--- config.mk ---
export PLATFORM = sky130hd
export DESIGN_NAME = converter_mode_cal_control
export DESIGN_NICKNAME = d
export VERILOG_FILES = /design/src/design/converter_ctl_pkg.sv /design/src/design/pin_sync.sv /design/src/design/ref_delay_line.sv /design/src/design/converter_mode_cal_control.sv
export SDC_FILE = /design/constraint.sdc
export NUM_CORES = 1
export LEC_CHECK = 0
export BUFFER_PORTS_ARGS = -buffer_cell sky130_fd_sc_hd__buf_2
export CAP_MARGIN = 30
export CORE_MARGIN = 1
export CORE_UTILIZATION = 50
export CTS_BUF_LIST = sky130_fd_sc_hd__clkbuf_8
export CTS_CLUSTER_DIAMETER = 80
export DETAILED_ROUTE_END_ITERATION = 12
export PLACE_DENSITY = 0.7
export SETUP_SLACK_MARGIN = 0.02
export SLEW_MARGIN = 40
export SYNTH_ARGS = -nofsm -noshare
export SYNTH_HDL_FRONTEND = slang
export SYNTH_SLANG_ARGS = --single-unit
--- constraint.sdc ---
create_clock -name clk_sys -period 3.9 [get_ports clk_sys]
set_clock_uncertainty 0.2 [all_clocks]
set_input_delay 0.195 -clock clk_sys [delete_from_list [all_inputs] [get_ports clk_sys]]
set_output_delay 0.195 -clock clk_sys [all_outputs]
set_load 0.03 [all_outputs]
--- src/design/converter_ctl_pkg.sv ---
package converter_ctl_pkg;

    // ------------------------------------------------------------
    // Clock
    // ------------------------------------------------------------
    localparam int CLK_PERIOD_NS = 50;

    // ------------------------------------------------------------
    // Register addresses and field positions
    // ------------------------------------------------------------
    localparam logic [3:0] CTRL_ADDR = 4'h0;
    localparam logic [3:0] SYNC_ADDR = 4'hE;
    localparam int INTERLEAVE_BIT = 7;
    localparam int CAL_CMD_BIT = 15;
    localparam int REF_OUT_EN_BIT = 1;
    localparam int REF_DELAY_LSB = 4;
    localparam int REF_DELAY_W = 4;

    // ------------------------------------------------------------
    // Register defaults, used whenever pins govern the settings
    // ------------------------------------------------------------
    localparam logic [15:0] CTRL_DEFAULT = 16'h0000;
    localparam logic [15:0] SYNC_DEFAULT = 16'h0000;

    // ------------------------------------------------------------
    // Trigger timing: least times round up to whole cycles
    // ------------------------------------------------------------
    localparam int CAL_LOW_MIN_NS = 1000;
    localparam int CAL_HIGH_MIN_NS = 1000;
    localparam int CAL_LOW_CYCLES = (CAL_LOW_MIN_NS + CLK_PERIOD_NS - 1) / CLK_PERIOD_NS;
    localparam int CAL_HIGH_CYCLES = (CAL_HIGH_MIN_NS + CLK_PERIOD_NS - 1) / CLK_PERIOD_NS;

    // ------------------------------------------------------------
    // Power-on wait and calibration lengths in sample-clock cycles
    // ------------------------------------------------------------
    localparam int POR_WAIT_SHORT_CYCLES = 8192;
    localparam int POR_WAIT_LONG_CYCLES = 65536;
    localparam int CAL_RUN_CYCLES = 16384;
    localparam int SYNC_STAGES = 2;

    // ------------------------------------------------------------
    // Calibration sequencer states
    // ------------------------------------------------------------
    typedef enum logic [3:0] {
        ST_START = 4'b0001,
        ST_POR_WAIT = 4'b0010,
        ST_IDLE = 4'b0100,
        ST_CAL = 4'b1000
    } cal_state_e;

endpackage

--- src/design/pin_sync.sv ---
`timescale 1ns/1ps
module pin_sync #(
    parameter int WIDTH = 1,
    parameter logic [WIDTH-1:0] RESET_VAL = '0
) (
    input wire logic clk_sys,
    input wire logic rst,
    input wire logic [WIDTH-1:0] pin_in,
    output logic [WIDTH-1:0] pin_out
);

    // ------------------------------------------------------------
    // Two-stage synchroniser per bit
    // ------------------------------------------------------------
    genvar i;
    generate
        for (i = 0; i < WIDTH; i = i + 1) begin : g_bit
            logic meta;
            logic stable;
            // First stage feeds only the second stage
            always_ff @(posedge clk_sys) begin
                if (rst) begin
                    meta <= RESET_VAL[i];
                    stable <= RESET_VAL[i];
                end else begin
                    meta <= pin_in[i];
                    stable <= meta;
                end
            end
            assign pin_out[i] = stable;
        end
    endgenerate

endmodule

--- src/design/ref_delay_line.sv ---
`timescale 1ns/1ps
module ref_delay_line #(
    parameter int SEL_W = 4
) (
    input wire logic clk_sys,
    input wire logic rst,
    input wire logic ref_in,
    input wire logic [SEL_W-1:0] delay_sel,
    output logic ref_out
);

    localparam int DEPTH = 1 << SEL_W;

    logic [DEPTH-1:0] taps;
    logic [DEPTH-1:0] next_taps;
    logic next_ref_out;

    // ------------------------------------------------------------
    // Tap shift and selection
    // ------------------------------------------------------------
    // Whole-cycle steps only; finer steps would need the analog path
    always_comb begin
        next_taps = {taps[DEPTH-2:0], ref_in};
        next_ref_out = taps[delay_sel];
    end

    // Registered output so the selected tap never glitches downstream
    always_ff @(posedge clk_sys) begin
        if (rst) begin
            taps <= '0;
            ref_out <= 1'b0;
        end else begin
            taps <= next_taps;
            ref_out <= next_ref_out;
        end
    end

endmodule

--- src/design/converter_mode_cal_control.sv ---
// Function
// Slave sync aligns divided clocks to reference input
// Reference input delay programmable in register mode
// Reference outputs run at sample clock over four
// Register bit enables reference outputs, default off
// Interleave pin high: channel one sampled twice
// Interleave pin low: channels convert independently
// Register mode takes interleave from register bit
// Wait select pin picks long or short wait
// Qualified low-then-high trigger starts one calibration
// Trigger high at power-on suppresses power-on calibration
// Register mode ORs trigger pin and command bit
// Running flag high exactly during calibration
// Enable pin low selects register control mode
// Calibration and wait lengths are cycle parameters
`timescale 1ns/1ps
module converter_mode_cal_control
    import converter_ctl_pkg::*;
#(
    parameter int POR_WAIT_SHORT = POR_WAIT_SHORT_CYCLES,
    parameter int POR_WAIT_LONG = POR_WAIT_LONG_CYCLES,
    parameter int CAL_RUN = CAL_RUN_CYCLES,
    parameter int CNT_W = 20,
    parameter int TRIG_W = 16
) (
    input wire logic clk_sys,
    input wire logic rst,
    input wire logic extended_control_enable_n,
    input wire logic interleave_select_pin,
    input wire logic power_on_wait_select,
    input wire logic cal_trigger_pin,
    input wire logic ref_clock_in,
    input wire logic sync_enable,
    input wire logic sync_slave_mode,
    input wire logic [15:0] ctrl_reg,
    input wire logic [15:0] sync_reg,
    output logic register_control_mode,
    output logic registers_held_default,
    output logic interleave_active,
    output logic channel_two_convert,
    output logic divided_clock,
    output logic sync_ref_clock_out_a,
    output logic sync_ref_clock_out_b,
    output logic self_trim_active_flag
);

    // ------------------------------------------------------------
    // Pin synchronisers
    // ------------------------------------------------------------
    logic ece_n_s;
    logic ilv_pin_s;
    logic wait_sel_s;
    logic cal_pin_s;
    logic ref_in_s;

    // Enable pin resets high so the device wakes under pin control
    pin_sync #(
        .WIDTH(5),
        .RESET_VAL(5'h10)
    ) u_pin_sync (
        .clk_sys(clk_sys),
        .rst(rst),
        .pin_in({extended_control_enable_n, interleave_select_pin,
                 power_on_wait_select, cal_trigger_pin, ref_clock_in}),
        .pin_out({ece_n_s, ilv_pin_s, wait_sel_s, cal_pin_s, ref_in_s})
    );

    // ------------------------------------------------------------
    // Control mode and effective register contents
    // ------------------------------------------------------------
    logic reg_mode;
    logic [15:0] ctrl_eff;
    logic [15:0] sync_eff;

    // Pin mode forces defaults, so stale register bits never leak through
    always_comb begin
        reg_mode = ~ece_n_s;
        ctrl_eff = reg_mode ? ctrl_reg : CTRL_DEFAULT;
        sync_eff = reg_mode ? sync_reg : SYNC_DEFAULT;
    end

    logic next_register_control_mode;
    logic next_registers_held_default;

    // Mode outputs
    always_comb begin
        next_register_control_mode = reg_mode;
        next_registers_held_default = ~reg_mode;
    end

    always_ff @(posedge clk_sys) begin
        if (rst) begin
            register_control_mode <= 1'b0;
            registers_held_default <= 1'b1;
        end else begin
            register_control_mode <= next_register_control_mode;
            registers_held_default <= next_registers_held_default;
        end
    end

    // ------------------------------------------------------------
    // Reference input delay and edge detect
    // ------------------------------------------------------------
    logic ref_delayed;
    logic ref_delayed_q;
    logic next_ref_delayed_q;
    logic ref_rise;

    ref_delay_line #(
        .SEL_W(REF_DELAY_W)
    ) u_ref_delay (
        .clk_sys(clk_sys),
        .rst(rst),
        .ref_in(ref_in_s),
        .delay_sel(sync_eff[REF_DELAY_LSB +: REF_DELAY_W]),
        .ref_out(ref_delayed)
    );

    // Edge detect works on the delayed copy, never on a sync stage
    always_comb begin
        next_ref_delayed_q = ref_delayed;
        ref_rise = ref_delayed & ~ref_delayed_q;
    end

    always_ff @(posedge clk_sys) begin
        if (rst) begin
            ref_delayed_q <= 1'b0;
        end else begin
            ref_delayed_q <= next_ref_delayed_q;
        end
    end

    // ------------------------------------------------------------
    // Divide-by-four clock and reference outputs
    // ------------------------------------------------------------
    logic [1:0] div_phase;
    logic [1:0] next_div_phase;
    logic next_divided_clock;
    logic next_ref_out;
    logic ref_out_en;

    // A slave snaps its phase to the reference edge; a master free-runs
    always_comb begin
        ref_out_en = sync_eff[REF_OUT_EN_BIT];
        if (sync_enable && sync_slave_mode && ref_rise) begin
            next_div_phase = 2'h0;
        end else begin
            next_div_phase = div_phase + 2'h1;
        end
        next_divided_clock = next_div_phase[1];
        // Outputs run in master and slave alike, held low when disabled
        next_ref_out = ref_out_en & next_div_phase[1];  // see
    end

    always_ff @(posedge clk_sys) begin
        if (rst) begin
            div_phase <= 2'h0;
            divided_clock <= 1'b0;
            sync_ref_clock_out_a <= 1'b0;
            sync_ref_clock_out_b <= 1'b0;
        end else begin
            div_phase <= next_div_phase;
            divided_clock <= next_divided_clock;
            sync_ref_clock_out_a <= next_ref_out;
            sync_ref_clock_out_b <= next_ref_out;
        end
    end

    // ------------------------------------------------------------
    // Channel arrangement
    // ------------------------------------------------------------
    logic ilv_sel;
    logic next_interleave_active;
    logic next_channel_two_convert;

    // Register mode ignores the pin entirely
    always_comb begin
        if (reg_mode) begin
            ilv_sel = ctrl_eff[INTERLEAVE_BIT];
        end else begin
            ilv_sel = ilv_pin_s;  // see
        end
        next_interleave_active = ilv_sel;
        // Second input is ignored while interleaved
        next_channel_two_convert = ~ilv_sel;  // see
    end

    always_ff @(posedge clk_sys) begin
        if (rst) begin
            interleave_active <= 1'b0;
            channel_two_convert <= 1'b1;
        end else begin
            interleave_active <= next_interleave_active;
            channel_two_convert <= next_channel_two_convert;
        end
    end

    // ------------------------------------------------------------
    // Calibration trigger qualification
    // ------------------------------------------------------------
    logic trig;
    logic armed;
    logic next_armed;
    logic [TRIG_W-1:0] low_cnt;
    logic [TRIG_W-1:0] next_low_cnt;
    logic [TRIG_W-1:0] high_cnt;
    logic [TRIG_W-1:0] next_high_cnt;
    logic cal_request;

    localparam logic [TRIG_W-1:0] LOW_LIM = TRIG_W'(CAL_LOW_CYCLES);
    localparam logic [TRIG_W-1:0] HIGH_LIM = TRIG_W'(CAL_HIGH_CYCLES);

    // Arming needs one unbroken low stretch; a short low disarms again
    always_comb begin
        trig = cal_pin_s | (reg_mode & ctrl_eff[CAL_CMD_BIT]);
        next_armed = armed;
        next_low_cnt = low_cnt;
        next_high_cnt = high_cnt;
        cal_request = 1'b0;
        if (!trig) begin
            next_high_cnt = '0;
            if (low_cnt != LOW_LIM) begin
                next_low_cnt = low_cnt + 1'b1;
            end
            next_armed = (next_low_cnt == LOW_LIM);
        end else begin
            next_low_cnt = '0;
            if (armed) begin
                next_high_cnt = high_cnt + 1'b1;
                if (next_high_cnt == HIGH_LIM) begin
                    cal_request = 1'b1;
                    next_armed = 1'b0;
                    next_high_cnt = '0;
                end
            end
        end
    end

    // Disarmed at reset, so a trigger already high needs a full cycle
    always_ff @(posedge clk_sys) begin
        if (rst) begin
            armed <= 1'b0;
            low_cnt <= '0;
            high_cnt <= '0;
        end else begin
            armed <= next_armed;
            low_cnt <= next_low_cnt;
            high_cnt <= next_high_cnt;
        end
    end

    // ------------------------------------------------------------
    // Calibration sequencer
    // ------------------------------------------------------------
    cal_state_e state;
    cal_state_e next_state;
    logic [CNT_W-1:0] cnt;
    logic [CNT_W-1:0] next_cnt;
    logic [CNT_W-1:0] wait_lim;
    logic next_self_trim_active_flag;

    localparam logic [CNT_W-1:0] START_LIM = CNT_W'(SYNC_STAGES + 1);  // Second stage filled first
    localparam logic [CNT_W-1:0] SHORT_LIM = CNT_W'(POR_WAIT_SHORT);
    localparam logic [CNT_W-1:0] LONG_LIM = CNT_W'(POR_WAIT_LONG);
    localparam logic [CNT_W-1:0] RUN_LIM = CNT_W'(CAL_RUN);

    // Start waits for the synchronisers to fill before sampling the trigger
    always_comb begin
        wait_lim = wait_sel_s ? LONG_LIM : SHORT_LIM;  // see
        next_state = state;
        next_cnt = cnt + 1'b1;
        unique case (state)
            ST_START: begin
                if (cnt + 1'b1 >= START_LIM) begin
                    next_cnt = '0;
                    if (trig) begin
                        next_state = ST_IDLE;
                    end else begin
                        next_state = ST_POR_WAIT;
                    end
                end
            end
            ST_POR_WAIT: begin
                // A command during the wait starts calibration at once
                if (cal_request || (cnt + 1'b1 >= wait_lim)) begin
                    next_state = ST_CAL;
                    next_cnt = '0;
                end
            end
            ST_IDLE: begin
                next_cnt = '0;
                if (cal_request) begin
                    next_state = ST_CAL;
                end
            end
            ST_CAL: begin
                // Requests during a run are dropped, one run per command
                if (cnt + 1'b1 >= RUN_LIM) begin
                    next_state = ST_IDLE;
                    next_cnt = '0;
                end
            end
        endcase
        next_self_trim_active_flag = (next_state == ST_CAL);
    end

    always_ff @(posedge clk_sys) begin
        if (rst) begin
            state <= ST_START;
            cnt <= '0;
            self_trim_active_flag <= 1'b0;
        end else begin
            state <= next_state;
            cnt <= next_cnt;
            self_trim_active_flag <= next_self_trim_active_flag;
        end
    end

endmodule

# After elaboration in Yosys (flattened, before gate mapping)
# Index checks and enable logic that the tools add are counted.
[classes] n_addsub=4 order_cmp=4 n_eq_ne=8 muxes=26 n_bitwise=8 reduce_logical=6
[ops] operator="one-hot mux 20 bit (4 select lines)" n=1
[ops] operator="2-to-1 mux 16 bit" n=4
[ops] operator="2-to-1 mux 20 bit" n=3
[ops] operator="adder 16 x 1 -> 16 bit, second input constant" n=2
[ops] operator="equality test 16 x 5 -> 1 bit, second input constant" n=2
[ops] operator="adder 20 x 1 -> 20 bit, second input constant" n=1
[ops] operator="greater-or-equal comparator 20 x 15 -> 1 bit, second input constant" n=1
[ops] operator="greater-or-equal comparator 20 x 17 -> 1 bit" n=1
[ops] operator="greater-or-equal comparator 20 x 2 -> 1 bit, second input constant" n=1
[ops] operator="2-to-1 mux 17 bit" n=1
[ops] operator="2-to-1 mux 4 bit" n=4
[ops] operator="!= test 16 x 5 -> 1 bit, second input constant" n=1
[ops] operator="one-hot mux 4 bit (4 select lines)" n=1
[ops] operator="equality test 4 bit, second input constant" n=2
[ops] operator="2-to-1 mux 1 bit" n=8
[ops] operator="2-to-1 mux 8 bit" n=1
[ops] operator="OR reduction 2 bit" n=3
[ops] operator="< comparator 4 x 5 -> 1 bit, second input constant" n=1
[ops] operator="binary-select mux 1 bit (select 4 bit)" n=1
[ops] operator="equality test 4 x 1 -> 1 bit, second input constant" n=1
[ops] operator="equality test 4 x 2 -> 1 bit, second input constant" n=1
[ops] operator="equality test 4 x 3 -> 1 bit, second input constant" n=1
[ops] operator="NOT 1 bit" n=4
[ops] operator="bitwise AND 1 bit" n=3
[ops] operator="6 further kinds" n=7
[word_totals] regBits=93 in_bits=41 output_inout_bits=8 word_cells=82

# Depth between registers and ports, before layout
# Gate-level depths: netlist of the first run.
[logic_depth] ltp_word=9 depth_mapped=13 mapped_depth_nobuf=11

# By module
# Synthesis of the first run repeated with hierarchy kept, for this count alone.
[hier_totals] cells_unflattened=508 area_unflattened_um2=4556.9
[modules_own_cells] mod="converter_mode_cal_control" n_inst=1 cells_each=434 area_per_inst_um2=3663.5 seq_area_each_um2=1321.3
[modules_own_cells] mod="ref_delay_line" n_inst=1 cells_each=49 area_per_inst_um2=593.1 seq_area_each_um2=340.3
[modules_own_cells] mod="pin_sync" n_inst=1 cells_each=25 area_per_inst_um2=300.3 seq_area_each_um2=200.2

# Least setup slack after synthesis of the first run
# OpenSTA, ideal clock, no wires.
[synth_path] kind="register -> register" startpoint="reg cnt[0]" endpoint="reg cnt[6]" setup_time_ns=0.074 arrival_time_ns=2.862 required_ns=3.626 slack_ns=0.764 stages_incl_launch_ff=14 n_path_buf=2 period_less_slack_ns=3.136 cell_sequence="dfxtp_1 > ha_1 > nand4_1 > nor4_2 > nand3_1 > xnor2_1 > ha_1 > o211ai_1 > nand4b_1 > or3_1 > and2_1 > buf_6 > buf_6 > nor3_2"
[synth_between] elab_chain_len=5 elab_cells_between_ends=9 classes_between="1 x add/sub; 3 x order compare; 4 x mux; 1 x reduce/logical"
[synth_lines] element="start, declared" line_no="converter_mode_cal_control.sv:257" rtl="logic [CNT_W-1:0] cnt;"
[synth_lines] element="start signal, assigned" line_no="converter_mode_cal_control.sv:314" rtl="cnt <= next_cnt;"
[synth_lines] element="adder 20 x 1 -> 20 bit *"
[synth_lines] element="greater-or-equal comparator 20 x 17 -> 1 bit" line_no="converter_mode_cal_control.sv:285" rtl="if (cal_request || (cnt + 1'b1 >= wait_lim)) begin"
[synth_lines] element="logical OR 1 bit" line_no="converter_mode_cal_control.sv:285"
[synth_lines] element="2-to-1 mux 20 bit" line_no="converter_mode_cal_control.sv:285"
[synth_lines] element="one-hot mux 20 bit (4 select lines) *" line_no="converter_mode_cal_control.sv:272" rtl="unique case (state)"
# Mark *: on every way between the ends. The rest lies on a longest branch, timed or not.
# A chain may end at the register's enable or synchronous reset.

# Final worst setup path of the first run
[layout_path] startpoint="reg cnt[0]" endpoint="reg cnt[10]"
# Same word-level chain as after synthesis.

==> run_results.csv, run 1 <==
group,metric,value,unit
outcome,outcome,"complete, no violations",
place,dp_hpwl,5828,um
setup_path,path_cells,"ha_1 -> nand4_1 -> nor4_2 -> nand3_1 -> xnor2_1 -> ha_1 -> o21ai_0 -> nand4b_1 -> or3_1 -> and2_2 -> nor3_1",
grt,grt_pass1_wl,15210,um
power,power.total,1.726,mW
place,dp_cells,633,
clocking,cts_buffers,9,
place,place_area,4707,um2
drt,post_drt_wl_per_cell,13.10,um
floorplan,die_w,97.45,um
timing,hold_ws,0.04765,ns
drt,ant_nets,0,
setup_path,cp.depth,11,
clocking,tritoncts,"built",
timing,hold_viol_final,0,
floorplan,io_pins,49,
clocking,clk_pin_slew_worst_paths,0.10,ns
setup_path,crit_buf_inv,0,
cells_and_area,fin_nets,591,
floorplan,die_h,97.45,um
synthesis,seq_area_frac_synth,0.4087,
timing,min_period_over_period,0.9066,
setup_path,setup.worst_path.start,"cnt[0]",
grt,antenna_found_initial,0,
drt,drc_errors,0,
timing,slew_headroom,0.5515,
grt,grt_max_degree,60,
setup_path,r2r_setup_slack,0.36,ns
clocking,clock_path_buffers,2,
cells_and_area,seqCellArea,1862,um2
grt,grt_pass1_vias,3449,
power,p_per_area,346.3,nW/um2
setup_path,critPathKind,"reg2reg",
setup_path,cp_data_required_time,3.98,ns
grt,grt_overflow,0,
timing,max_freq,0.2828,GHz
drt,viasPerCell,5.581,
place,place_ws,0.2938,ns
timing,finalSetupViolCount,0,
floorplan,core,8763,um2
timing,drv_slew,0,
clocking,post-cts-setup-buffer-count,0,
setup_path,slowest_stage,"dfxtp_1",
synthesis,postSynthCellCount,525,
worst_hold_path,worst_hold_path_type,"in2reg",
cells_and_area,layout-drive-gt1-share,0.1439,
place,io_buffers,23,
cells_and_area,fin_cells,657,
power,ir_drop,0.0002581,V
synthesis,ys_async_sr_fraction,0,
cells_and_area,area_growth,9.393,%
setup_path,crit_path_max_fanout,15,
clocking,insertion_delay,0.37,ns
timing,tns,0,ns
synthesis,synthDistinctLibCells,65,
synthesis,syn-cell-area,4556,um2
drt,wl,8605,um
setup_path,r2r_end,"cnt[10]",
place,routabilityCongestion,0.8604,
timing,min_period,3.536,ns
timing,timing.final.ws_setup,0.3642,ns
timing,rsz0062_at_grt,"no",
clocking,htree_levels,3,
cells_and_area,n_antenna_cell,0,
cells_and_area,post-route-util,0.5687,
timing,worstMarginPinSlew,0.6703,ns
setup_path,path_common_cell,"ha_1",
drt,drt_first_pass_iters,5,
cells_and_area,mostFrequentLayoutCell,"dfxtp_1",
clocking,clock-sinks,93,
synthesis,yosysWarnings,0,
synthesis,synthFlopType,"dfxtp_1",
floorplan,dieArea,9497,um2
setup_path,crit_end,"cnt[10]",
setup_path,r2r_start,"cnt[0]",
drt,drt_iter0_drc,192,
setup_path,crit_family,"simple AND/OR/NAND/NOR gates",
drt,vias,3667,
synthesis,syn_area_per_cell,8.677,um2
setup_path,cp.arrival,3.62,ns
cells_and_area,design_area,4984,um2
clocking,cts-root-buf,"clkbuf_8",
setup_path,cpPeakStageDelay,0.47,ns
grt,grt_usage,0.1919,
floorplan,initial_utilization,0.5198,
power,leakagePower,1.801,nW
cells_and_area,layout_common_cells,"dfxtp_1 (93), nor2_1 (52), nand2_1 (29), nand3_1 (27)",
floorplan,rows,34,
synthesis,synth-seq-cells,93,
job,cap_viol_max_count,0,
synthesis,synth_edf_count,0,
setup_path,reg2regPathDepth,11,
setup_path,end_kind,"flop",
cells_and_area,multiInputGateArea,2481,um2
setup_path,worst_setup_path_start_kind,"flop",
cells_and_area,num-fill-cells,797,
## sequential cells by signal, summed over array words and instances (netlist names)
signal                   flops
armed                        1
channel_two_convert          1
cnt                         20
div_phase                    2
high_cnt                    16
interleave_active            1
low_cnt                     16
ref_delayed_q                1
register_control_mode        1
registers_held_default       1
self_trim_active_flag        1
state                        4
sync_ref_clock_out_b         1
u_pin_sync.g_bit.meta        5
u_pin_sync.g_bit.stable      5
u_ref_delay.ref_out          1
u_ref_delay.taps            16
## layer usage
layer / up-vias / global-route usage / share of wire
met4: 0 / 0.08484 / 0.016
met1: 1712 / 0.2551 / 0.48
met3: 9 / 0.03094 / 0.035
met5: - / 0 / 0
li1: 1881 / - / -
met2: 65 / 0.3072 / 0.46
## power breakdown
group          switching [mW]  leakage (nW)  internal (mW)
registers              0.0124         0.755          0.967
clock network           0.392         0.102          0.256
logic                  0.0583         0.944         0.0401
total                   0.463          1.80           1.26
## Yosys cell counts (2+ instances only)
cell / count / area share
and4_1: 2 / 0.0038
and3_1: 10 / 0.014
o21a_1: 3 / 0.0049
nor3_2: 10 / 0.022
o211ai_1: 5 / 0.0082
a31oi_1: 4 / 0.0055
a21o_1: 3 / 0.0049
buf_6: 2 / 0.0049
inv_1: 24 / 0.020
nand2b_1: 5 / 0.0069
a22oi_1: 3 / 0.0049
o22ai_1: 2 / 0.0027
or4b_2: 3 / 0.0066
o31ai_1: 5 / 0.0082
dfxtp_1: 93 / 0.41
a21boi_1: 2 / 0.0033
o21ai_1: 2 / 0.0022
nand3_1: 27 / 0.030
and4b_1: 2 / 0.0044
or4_1: 3 / 0.0049
mux2i_1: 4 / 0.0088
nor2b_1: 26 / 0.036
nand2_1: 29 / 0.024
or2_2: 4 / 0.0055
xnor2_1: 25 / 0.048
mux2_2: 4 / 0.0099
buf_2: 6 / 0.0066
a211oi_1: 2 / 0.0033
and2_1: 3 / 0.0041
a21oi_1: 14 / 0.015
nor4_1: 11 / 0.015
nand4_1: 11 / 0.015
or3_1: 6 / 0.0082
o21ai_0: 26 / 0.029
nor3_1: 23 / 0.025
ha_1: 6 / 0.016
nor2_1: 52 / 0.043
nor4_2: 4 / 0.011
clkbuf_1: 18 / 0.015
a22o_1: 2 / 0.0038
xor2_1: 15 / 0.029
## cell type report
| cell class | count | area share |
|---|---|---|
| multi-input combinational | 382 | 0.4979 |
| sequential | 93 | 0.3736 |
| timing repair buffer | 34 | 0.04419 |
| tap | 108 | 0.02712 |
| clock buffer | 9 | 0.02486 |
| inverter | 24 | 0.01808 |
| clock inverter | 7 | 0.01431 |
## worst min path at each step
| stage | to | from | cells past startpoint | slack [ns] |
|---|---|---|---|---|
| global placement | u_pin_sync.g_bit[4].meta | extended_control_enable_n | 2 | 0.18 |
| floorplan | u_pin_sync.g_bit[4].meta | extended_control_enable_n | 1 | 0.1 |
| global route | u_ref_delay.ref_out | sync_reg[6] | 4 | 0.04 |
| detailed placement | u_pin_sync.g_bit[4].meta | extended_control_enable_n | 2 | 0.18 |
| CTS | u_ref_delay.ref_out | sync_reg[6] | 4 | 0.02 |
| finish | u_ref_delay.ref_out | sync_reg[6] | 4 | 0.05 |
## worst register-to-register path: stages (launching register included)
cell,delay (ns)
dfxtp_1,0.47
ha_1,0.31
nand4_1,0.18
nor4_2,0.43
nand3_1,0.15
xnor2_1,0.21
ha_1,0.27
o21ai_0,0.09
nand4b_1,0.16
or3_1,0.44
and2_2,0.33
nor3_1,0.23
## kinds of logic after synthesis
logic type,Yosys count,synth area share
buffers and inverters,52,0.04861
DFF,93,0.4087
adders and majority gates,6,0.01648
AOI/OAI and AO/OA,83,0.1178
other,1,0.0008232
xor gates and xnor gates,40,0.07690
and+or+nand+nor,241,0.3071
muxes,9,0.02362
## repair_timing
item / CTS / global route
gates resized for setup: 0 / 1
hold buffers: 8 / 0
endpoints found under the setup margin: 0 / 4
hold endpoints to repair: 8 / 0
Note: power is estimated with default switching activity, not from simulation.
==> run 2, diff against run 1 <==
--- a/config.mk
+++ b/config.mk
@@ -12,7 +12,7 @@
 export CTS_BUF_LIST = sky130_fd_sc_hd__clkbuf_8
 export CTS_CLUSTER_DIAMETER = 80
 export DETAILED_ROUTE_END_ITERATION = 12
-export PLACE_DENSITY = 0.7
+export PLACE_DENSITY = 0.74
 export SETUP_SLACK_MARGIN = 0.02
 export SLEW_MARGIN = 40
 export SYNTH_ARGS = -nofsm -noshare
==> run_results.csv, run 2 (synthesized netlist as in run 1, its figures left out) <==
group,metric,value,unit
job,cap_viol_max_count,0,
outcome,outcome,"complete, no violations",
power,combPwrFrac,0.057,
timing,drv_slew,0,
cells_and_area,layout-drive-gt1-share,0.1439,
worst_hold_path,worst_hold_path_type,"in2reg",
grt,busiest_layer,"met2",
grt,grt_usage,0.1973,
clocking,clock_path_buffers,2,
grt,grtUsageMet1,0.2574,
timing,tns,0,ns
setup_path,worst_setup_path_start_kind,"flop",
power,leakagePower,1.800,nW
cells_and_area,post-route-util,0.5690,
timing,max_freq,0.2847,GHz
drt,vias,3734,
clocking,htree_levels,3,
grt,grt_pass1_vias,3483,
grt,grtUsageMet3,0.04245,
power,p_switching,0.4634,mW
power,clockPowerShare,0.375,
timing,min_period_over_period,0.9008,
drt,post_drt_wl_per_cell,13.82,um
power,ir_drop,0.0002762,V
timing,slew_headroom,0.5311,
drt,ant_nets,0,
timing,finalSetupViolCount,0,
grt,grt_overflow,0,
cells_and_area,layout_common_cells,"dfxtp_1 (93), nor2_1 (52), nand2_1 (29), nand3_1 (27)",
grt,antenna_found_initial,0,
power,p_per_area,346.3,nW/um2
floorplan,die_h,97.45,um
timing,hold_viol_final,0,
floorplan,io_pins,49,
setup_path,cp_data_required_time,3.98,ns
drt,drc_errors,0,
place,dp_hpwl,6211,um
cells_and_area,mostFrequentLayoutCell,"dfxtp_1",
cells_and_area,area_growth,9.448,%
drt,drt_iter0_drc,247,
drt,wl,9081,um
cells_and_area,top_register,"cnt",
timing,min_period,3.513,ns
clocking,cts_buffers,9,
clocking,tritoncts,"built",
drt,viasPerCell,5.683,
grt,grt_max_degree,60,
floorplan,initial_utilization,0.5198,
timing,rsz0062_at_grt,"no",
floorplan,rows,34,
floorplan,core,8763,um2
clocking,clk_pin_slew_worst_paths,0.11,ns
clocking,post-cts-setup-buffer-count,0,
floorplan,die_w,97.45,um
grt,grt_pass1_wl,15660,um
clocking,clock-sinks,93,
place,routabilityCongestion,0.8629,
grt,grt_use_met2,0.3308,
power,internal_power,1.263,mW
cells_and_area,fin_nets,591,
setup_path,cp.arrival,3.60,ns
drt,drt_first_pass_iters,5,
power,p_sw_frac,0.2684,
cells_and_area,num-fill-cells,777,
place,io_buffers,23,
setup_path,crit_path_max_fanout,15,
setup_path,critPathKind,"reg2reg",
power,seq_power_share,0.568,
cells_and_area,n_antenna_cell,0,
clocking,cts-root-buf,"clkbuf_8",
cells_and_area,largest_reg_flops,20,
floorplan,dieArea,9497,um2
setup_path,end_kind,"flop",
clocking,insertion_delay,0.36,ns
timing,worstMarginPinSlew,0.7008,ns
[run 2: cell counts in the layout (fill, tap and decap cells not counted)]
Identical to the previous run, type by type.
[run 2: layout make-up]
cell class	instances	area, um2	share of cell area
clock inverter	7	73.82	0.01481
sequential	93	1862	0.3734
tap	108	135.1	0.02710
timing repair buffer	34	220.2	0.04417
multi-input combinational	382	2481	0.4976
inverter	24	90.09	0.01807
clock buffer	9	123.9	0.02484
[run 2: final timing paths]
| kind | from | end | slack [ns] | depth (start not counted) |
|---|---|---|---|---|
| setup / recovery | cnt[0] | cnt[3] | 0.39 | 11 |
| hold / removal | sync_slave_mode | div_phase[1] | 0.03 | 3 |
| setup reg to reg | cnt[0] | cnt[3] | 0.39 | 11 |
| hold reg to reg | u_pin_sync.g_bit[4].meta | u_pin_sync.g_bit[4].stable | 0.22 | 1 |
[run 2: power by group through the flow]
stage          registers, mW  logic [mW]  clock network (mW)
2_1_floorplan           1.00      0.0650                   0
3_3_place_gp            1.00      0.0900                   0
3_5_place_dp            1.00      0.0924                   0
4_1_cts                0.980      0.0991               0.654
5_1_grt                0.982       0.111               0.702
6_report               0.980      0.0992               0.647
[run 2: repair_timing]
| action | CTS | global route |
|---|---|---|
| setup endpoints to repair | 0 | 15 |
| endpoints found under the hold margin | 8 | 0 |
| resized for setup | 0 | 1 |
| hold buffers | 8 | 0 |
[run 2: critical path: stages, from the launching register on]
cell	delay, ns
dfxtp_1	0.46
ha_1	0.31
nand4_1	0.18
nor4_2	0.42
nand3_1	0.15
xnor2_1	0.21
ha_1	0.28
o211ai_1	0.09
nand4b_1	0.16
or3_1	0.43
and2_2	0.33
nor3b_1	0.22
[run 2: metrics by stage]
stage / std cells / setup slack (ns) / hold slack (ns) / cell area, um2 / power, mW
2_1_floorplan: 527 / 0.7639 / 0.09881 / 4563 / 1.070
6_report: 657 / 0.3870 / 0.03273 / 4986 / 1.726
4_1_cts: 657 / 0.2615 / 0.02401 / 4985 / 1.733
3_5_place_dp: 633 / 0.3135 / 0.1832 / 4707 / 1.094
3_3_place_gp: 633 / 0.3633 / 0.1813 / 4705 / 1.091
5_1_grt: 657 / 0.1400 / 0.01989 / 4986 / 1.795
[run 2: per-layer routing]
layer	up-vias	routed length, um
met5	-	0
met4	0	70
met3	8	353
met2	78	4421
met1	1771	4236
li1	1877	-
==> run 3, diff against run 2 <==
--- a/config.mk
+++ b/config.mk
@@ -5,14 +5,14 @@
 export SDC_FILE = /design/constraint.sdc
 export NUM_CORES = 1
 export LEC_CHECK = 0
-export BUFFER_PORTS_ARGS = -buffer_cell sky130_fd_sc_hd__buf_2
 export CAP_MARGIN = 30
 export CORE_MARGIN = 1
 export CORE_UTILIZATION = 50
 export CTS_BUF_LIST = sky130_fd_sc_hd__clkbuf_8
 export CTS_CLUSTER_DIAMETER = 80
 export DETAILED_ROUTE_END_ITERATION = 12
-export PLACE_DENSITY = 0.74
+export DONT_BUFFER_PORTS = 1
+export PLACE_DENSITY = 0.69
 export SETUP_SLACK_MARGIN = 0.02
 export SLEW_MARGIN = 40
 export SYNTH_ARGS = -nofsm -noshare
==> run_results.csv, run 3 (synthesized netlist as in run 1, its figures left out) <==
group,metric,value,unit
place,routabilityCongestion,0.8396,
timing,min_period,3.488,ns
cells_and_area,layout_common_cells,"dfxtp_1 (93), nor2_1 (52), nand2_1 (29), nand3_1 (27)",
drt,top_layer,"met4",
floorplan,io_pins,49,
drt,vias,3650,
drt,ant_nets,0,
power,leakagePower,1.757,nW
setup_path,worst_setup_path_start_kind,"flop",
setup_path,critPathKind,"reg2reg",
cells_and_area,n_antenna_cell,0,
setup_path,cp.arrival,3.57,ns
setup_path,cp.depth,11,
floorplan,rows,34,
place,dp_hpwl,6061,um
drt,viasPerCell,5.703,
power,power.total,1.696,mW
timing,finalSetupViolCount,0,
drt,drt_iter0_drc,128,
grt,grt_max_degree,57,
setup_path,path_common_cell,"ha_1",
drt,post_drt_wl_per_cell,14.01,um
drt,wl,8964,um
setup_path,crit_family,"simple AND/OR/NAND/NOR gates",
timing,hold_ws,0.02214,ns
grt,grt_usage,0.1952,
clocking,post-cts-setup-buffer-count,0,
clocking,tritoncts,"built",
setup_path,r2r_setup_slack,0.41,ns
power,ir_drop,0.0002275,V
clocking,clock_path_buffers,2,
power,p_per_area,343.0,nW/um2
setup_path,path_cells,"ha_1 -> nand4_1 -> nor4_4 -> nand3_1 -> xnor2_1 -> ha_1 -> o211ai_1 -> nand4b_1 -> or3_1 -> and2_2 -> nor3b_1",
clocking,insertion_delay,0.37,ns
cells_and_area,fin_nets,574,
setup_path,crit_buf_inv,0,
floorplan,dieArea,9497,um2
grt,grt_pass1_vias,3433,
drt,met1_length,4309,um
floorplan,core,8763,um2
timing,tns,0,ns
setup_path,end_kind,"flop",
setup_path,setup.worst_path.start,"cnt[0]",
drt,wl_met3,243,um
grt,grt_pass1_wl,15410,um
setup_path,reg2regPathDepth,11,
floorplan,die_w,97.45,um
cells_and_area,mostFrequentLayoutCell,"dfxtp_1",
drt,drt_first_pass_iters,4,
cells_and_area,top_register,"cnt",
timing,hold_viol_final,0,
grt,grt_overflow,0,
drt,met2_length,4252,um
timing,min_period_over_period,0.8944,
cells_and_area,largest_reg_flops,20,
setup_path,cpPeakStageDelay,0.45,ns
clocking,htree_levels,3,
cells_and_area,area_growth,8.542,%
setup_path,cp_data_required_time,3.99,ns
setup_path,crit_end,"cnt[3]",
timing,rsz0062_at_grt,"no",
drt,drc_errors,0,
clocking,clock-sinks,93,
setup_path,crit_path_max_fanout,15,
setup_path,r2r_start,"cnt[0]",
clocking,clk_pin_slew_worst_paths,0.10,ns
grt,antenna_found_initial,0,
clocking,cts_buffers,9,
clocking,cts-root-buf,"clkbuf_8",
setup_path,r2r_end,"cnt[3]",
timing,worstMarginPinSlew,0.7653,ns
floorplan,die_h,97.45,um
timing,drv_slew,0,
place,io_buffers,0,
floorplan,initial_utilization,0.5198,
setup_path,slowest_stage,"dfxtp_1",
cells_and_area,layout-drive-gt1-share,0.1090,
worst_hold_path,worst_hold_path_type,"in2reg",
timing,max_freq,0.2867,GHz
timing,slew_headroom,0.4879,
job,cap_viol_max_count,0,
outcome,outcome,"complete, no violations",
[run 3: changes by cell type in the layout (fill, tap and decap cells not counted), sizes merged]
cell | before | now
buf | 26 | 5
clkinv | 1 | 3
dlygate4sd3 | 8 | 12
inv | 30 | 28
[run 3: worst min-delay path by stage]
| stage | from | endpoint | depth (start not counted) |
|---|---|---|---|
| after floorplan | extended_control_enable_n | u_pin_sync.g_bit[4].meta | 1 |
| after global placement | rst | cnt[2] | 1 |
| after detailed placement | rst | cnt[2] | 1 |
| after CTS | ctrl_reg[15] | state[2] | 4 |
| after global routing | rst | high_cnt[9] | 2 |
| final | ctrl_reg[15] | state[2] | 4 |
[run 3: metal layers]
metal,GRT usage,vias up
li1,-,1841
met3,0.03957,14
met2,0.3201,53
met1,0.2476,1742
met5,0,-
met4,0.08710,0
[run 3: through the flow]
stage	instance area, um2	cells	worst slack, ns	util
6_report	4945	640	0.4117	0.5642
5_1_grt	4945	640	0.1253	0.5642
4_1_cts	4935	640	0.1720	0.5631
3_5_place_dp	4597	611	0.1995	0.5246
3_3_place_gp	4597	611	0.3368	0.5246
2_1_floorplan	4563	527	0.7639	-
[run 3: cell type report]
cell class | count | area [um2]
Clock buffer | 9 | 123.9
Clock inverter | 7 | 66.31
Fill cell | 793 | 3819
Inverter | 24 | 90.09
Multi-Input combinational cell | 382 | 2490
Sequential cell | 93 | 1862
Tap cell | 108 | 135.1
Timing Repair Buffer | 17 | 177.7
[run 3: tightest hold or removal path, cell delays in order]
cell and delay, ns:
a21o_1 0.14, nand2_1 0.06, nand4_1 0.08, a21oi_1 0.06
[run 3: timing repair]
item	CTS	global route
setup endpoints to repair	0	15
resized for setup	0	2
hold buffers	13	0
hold endpoints to repair	57	0
[run 3: where the power goes]
part           total [mW]  switching (mW)  internal, mW
Sequential          0.986          0.0194         0.967
Combinational      0.0858          0.0483        0.0376
Clock               0.624           0.375         0.249
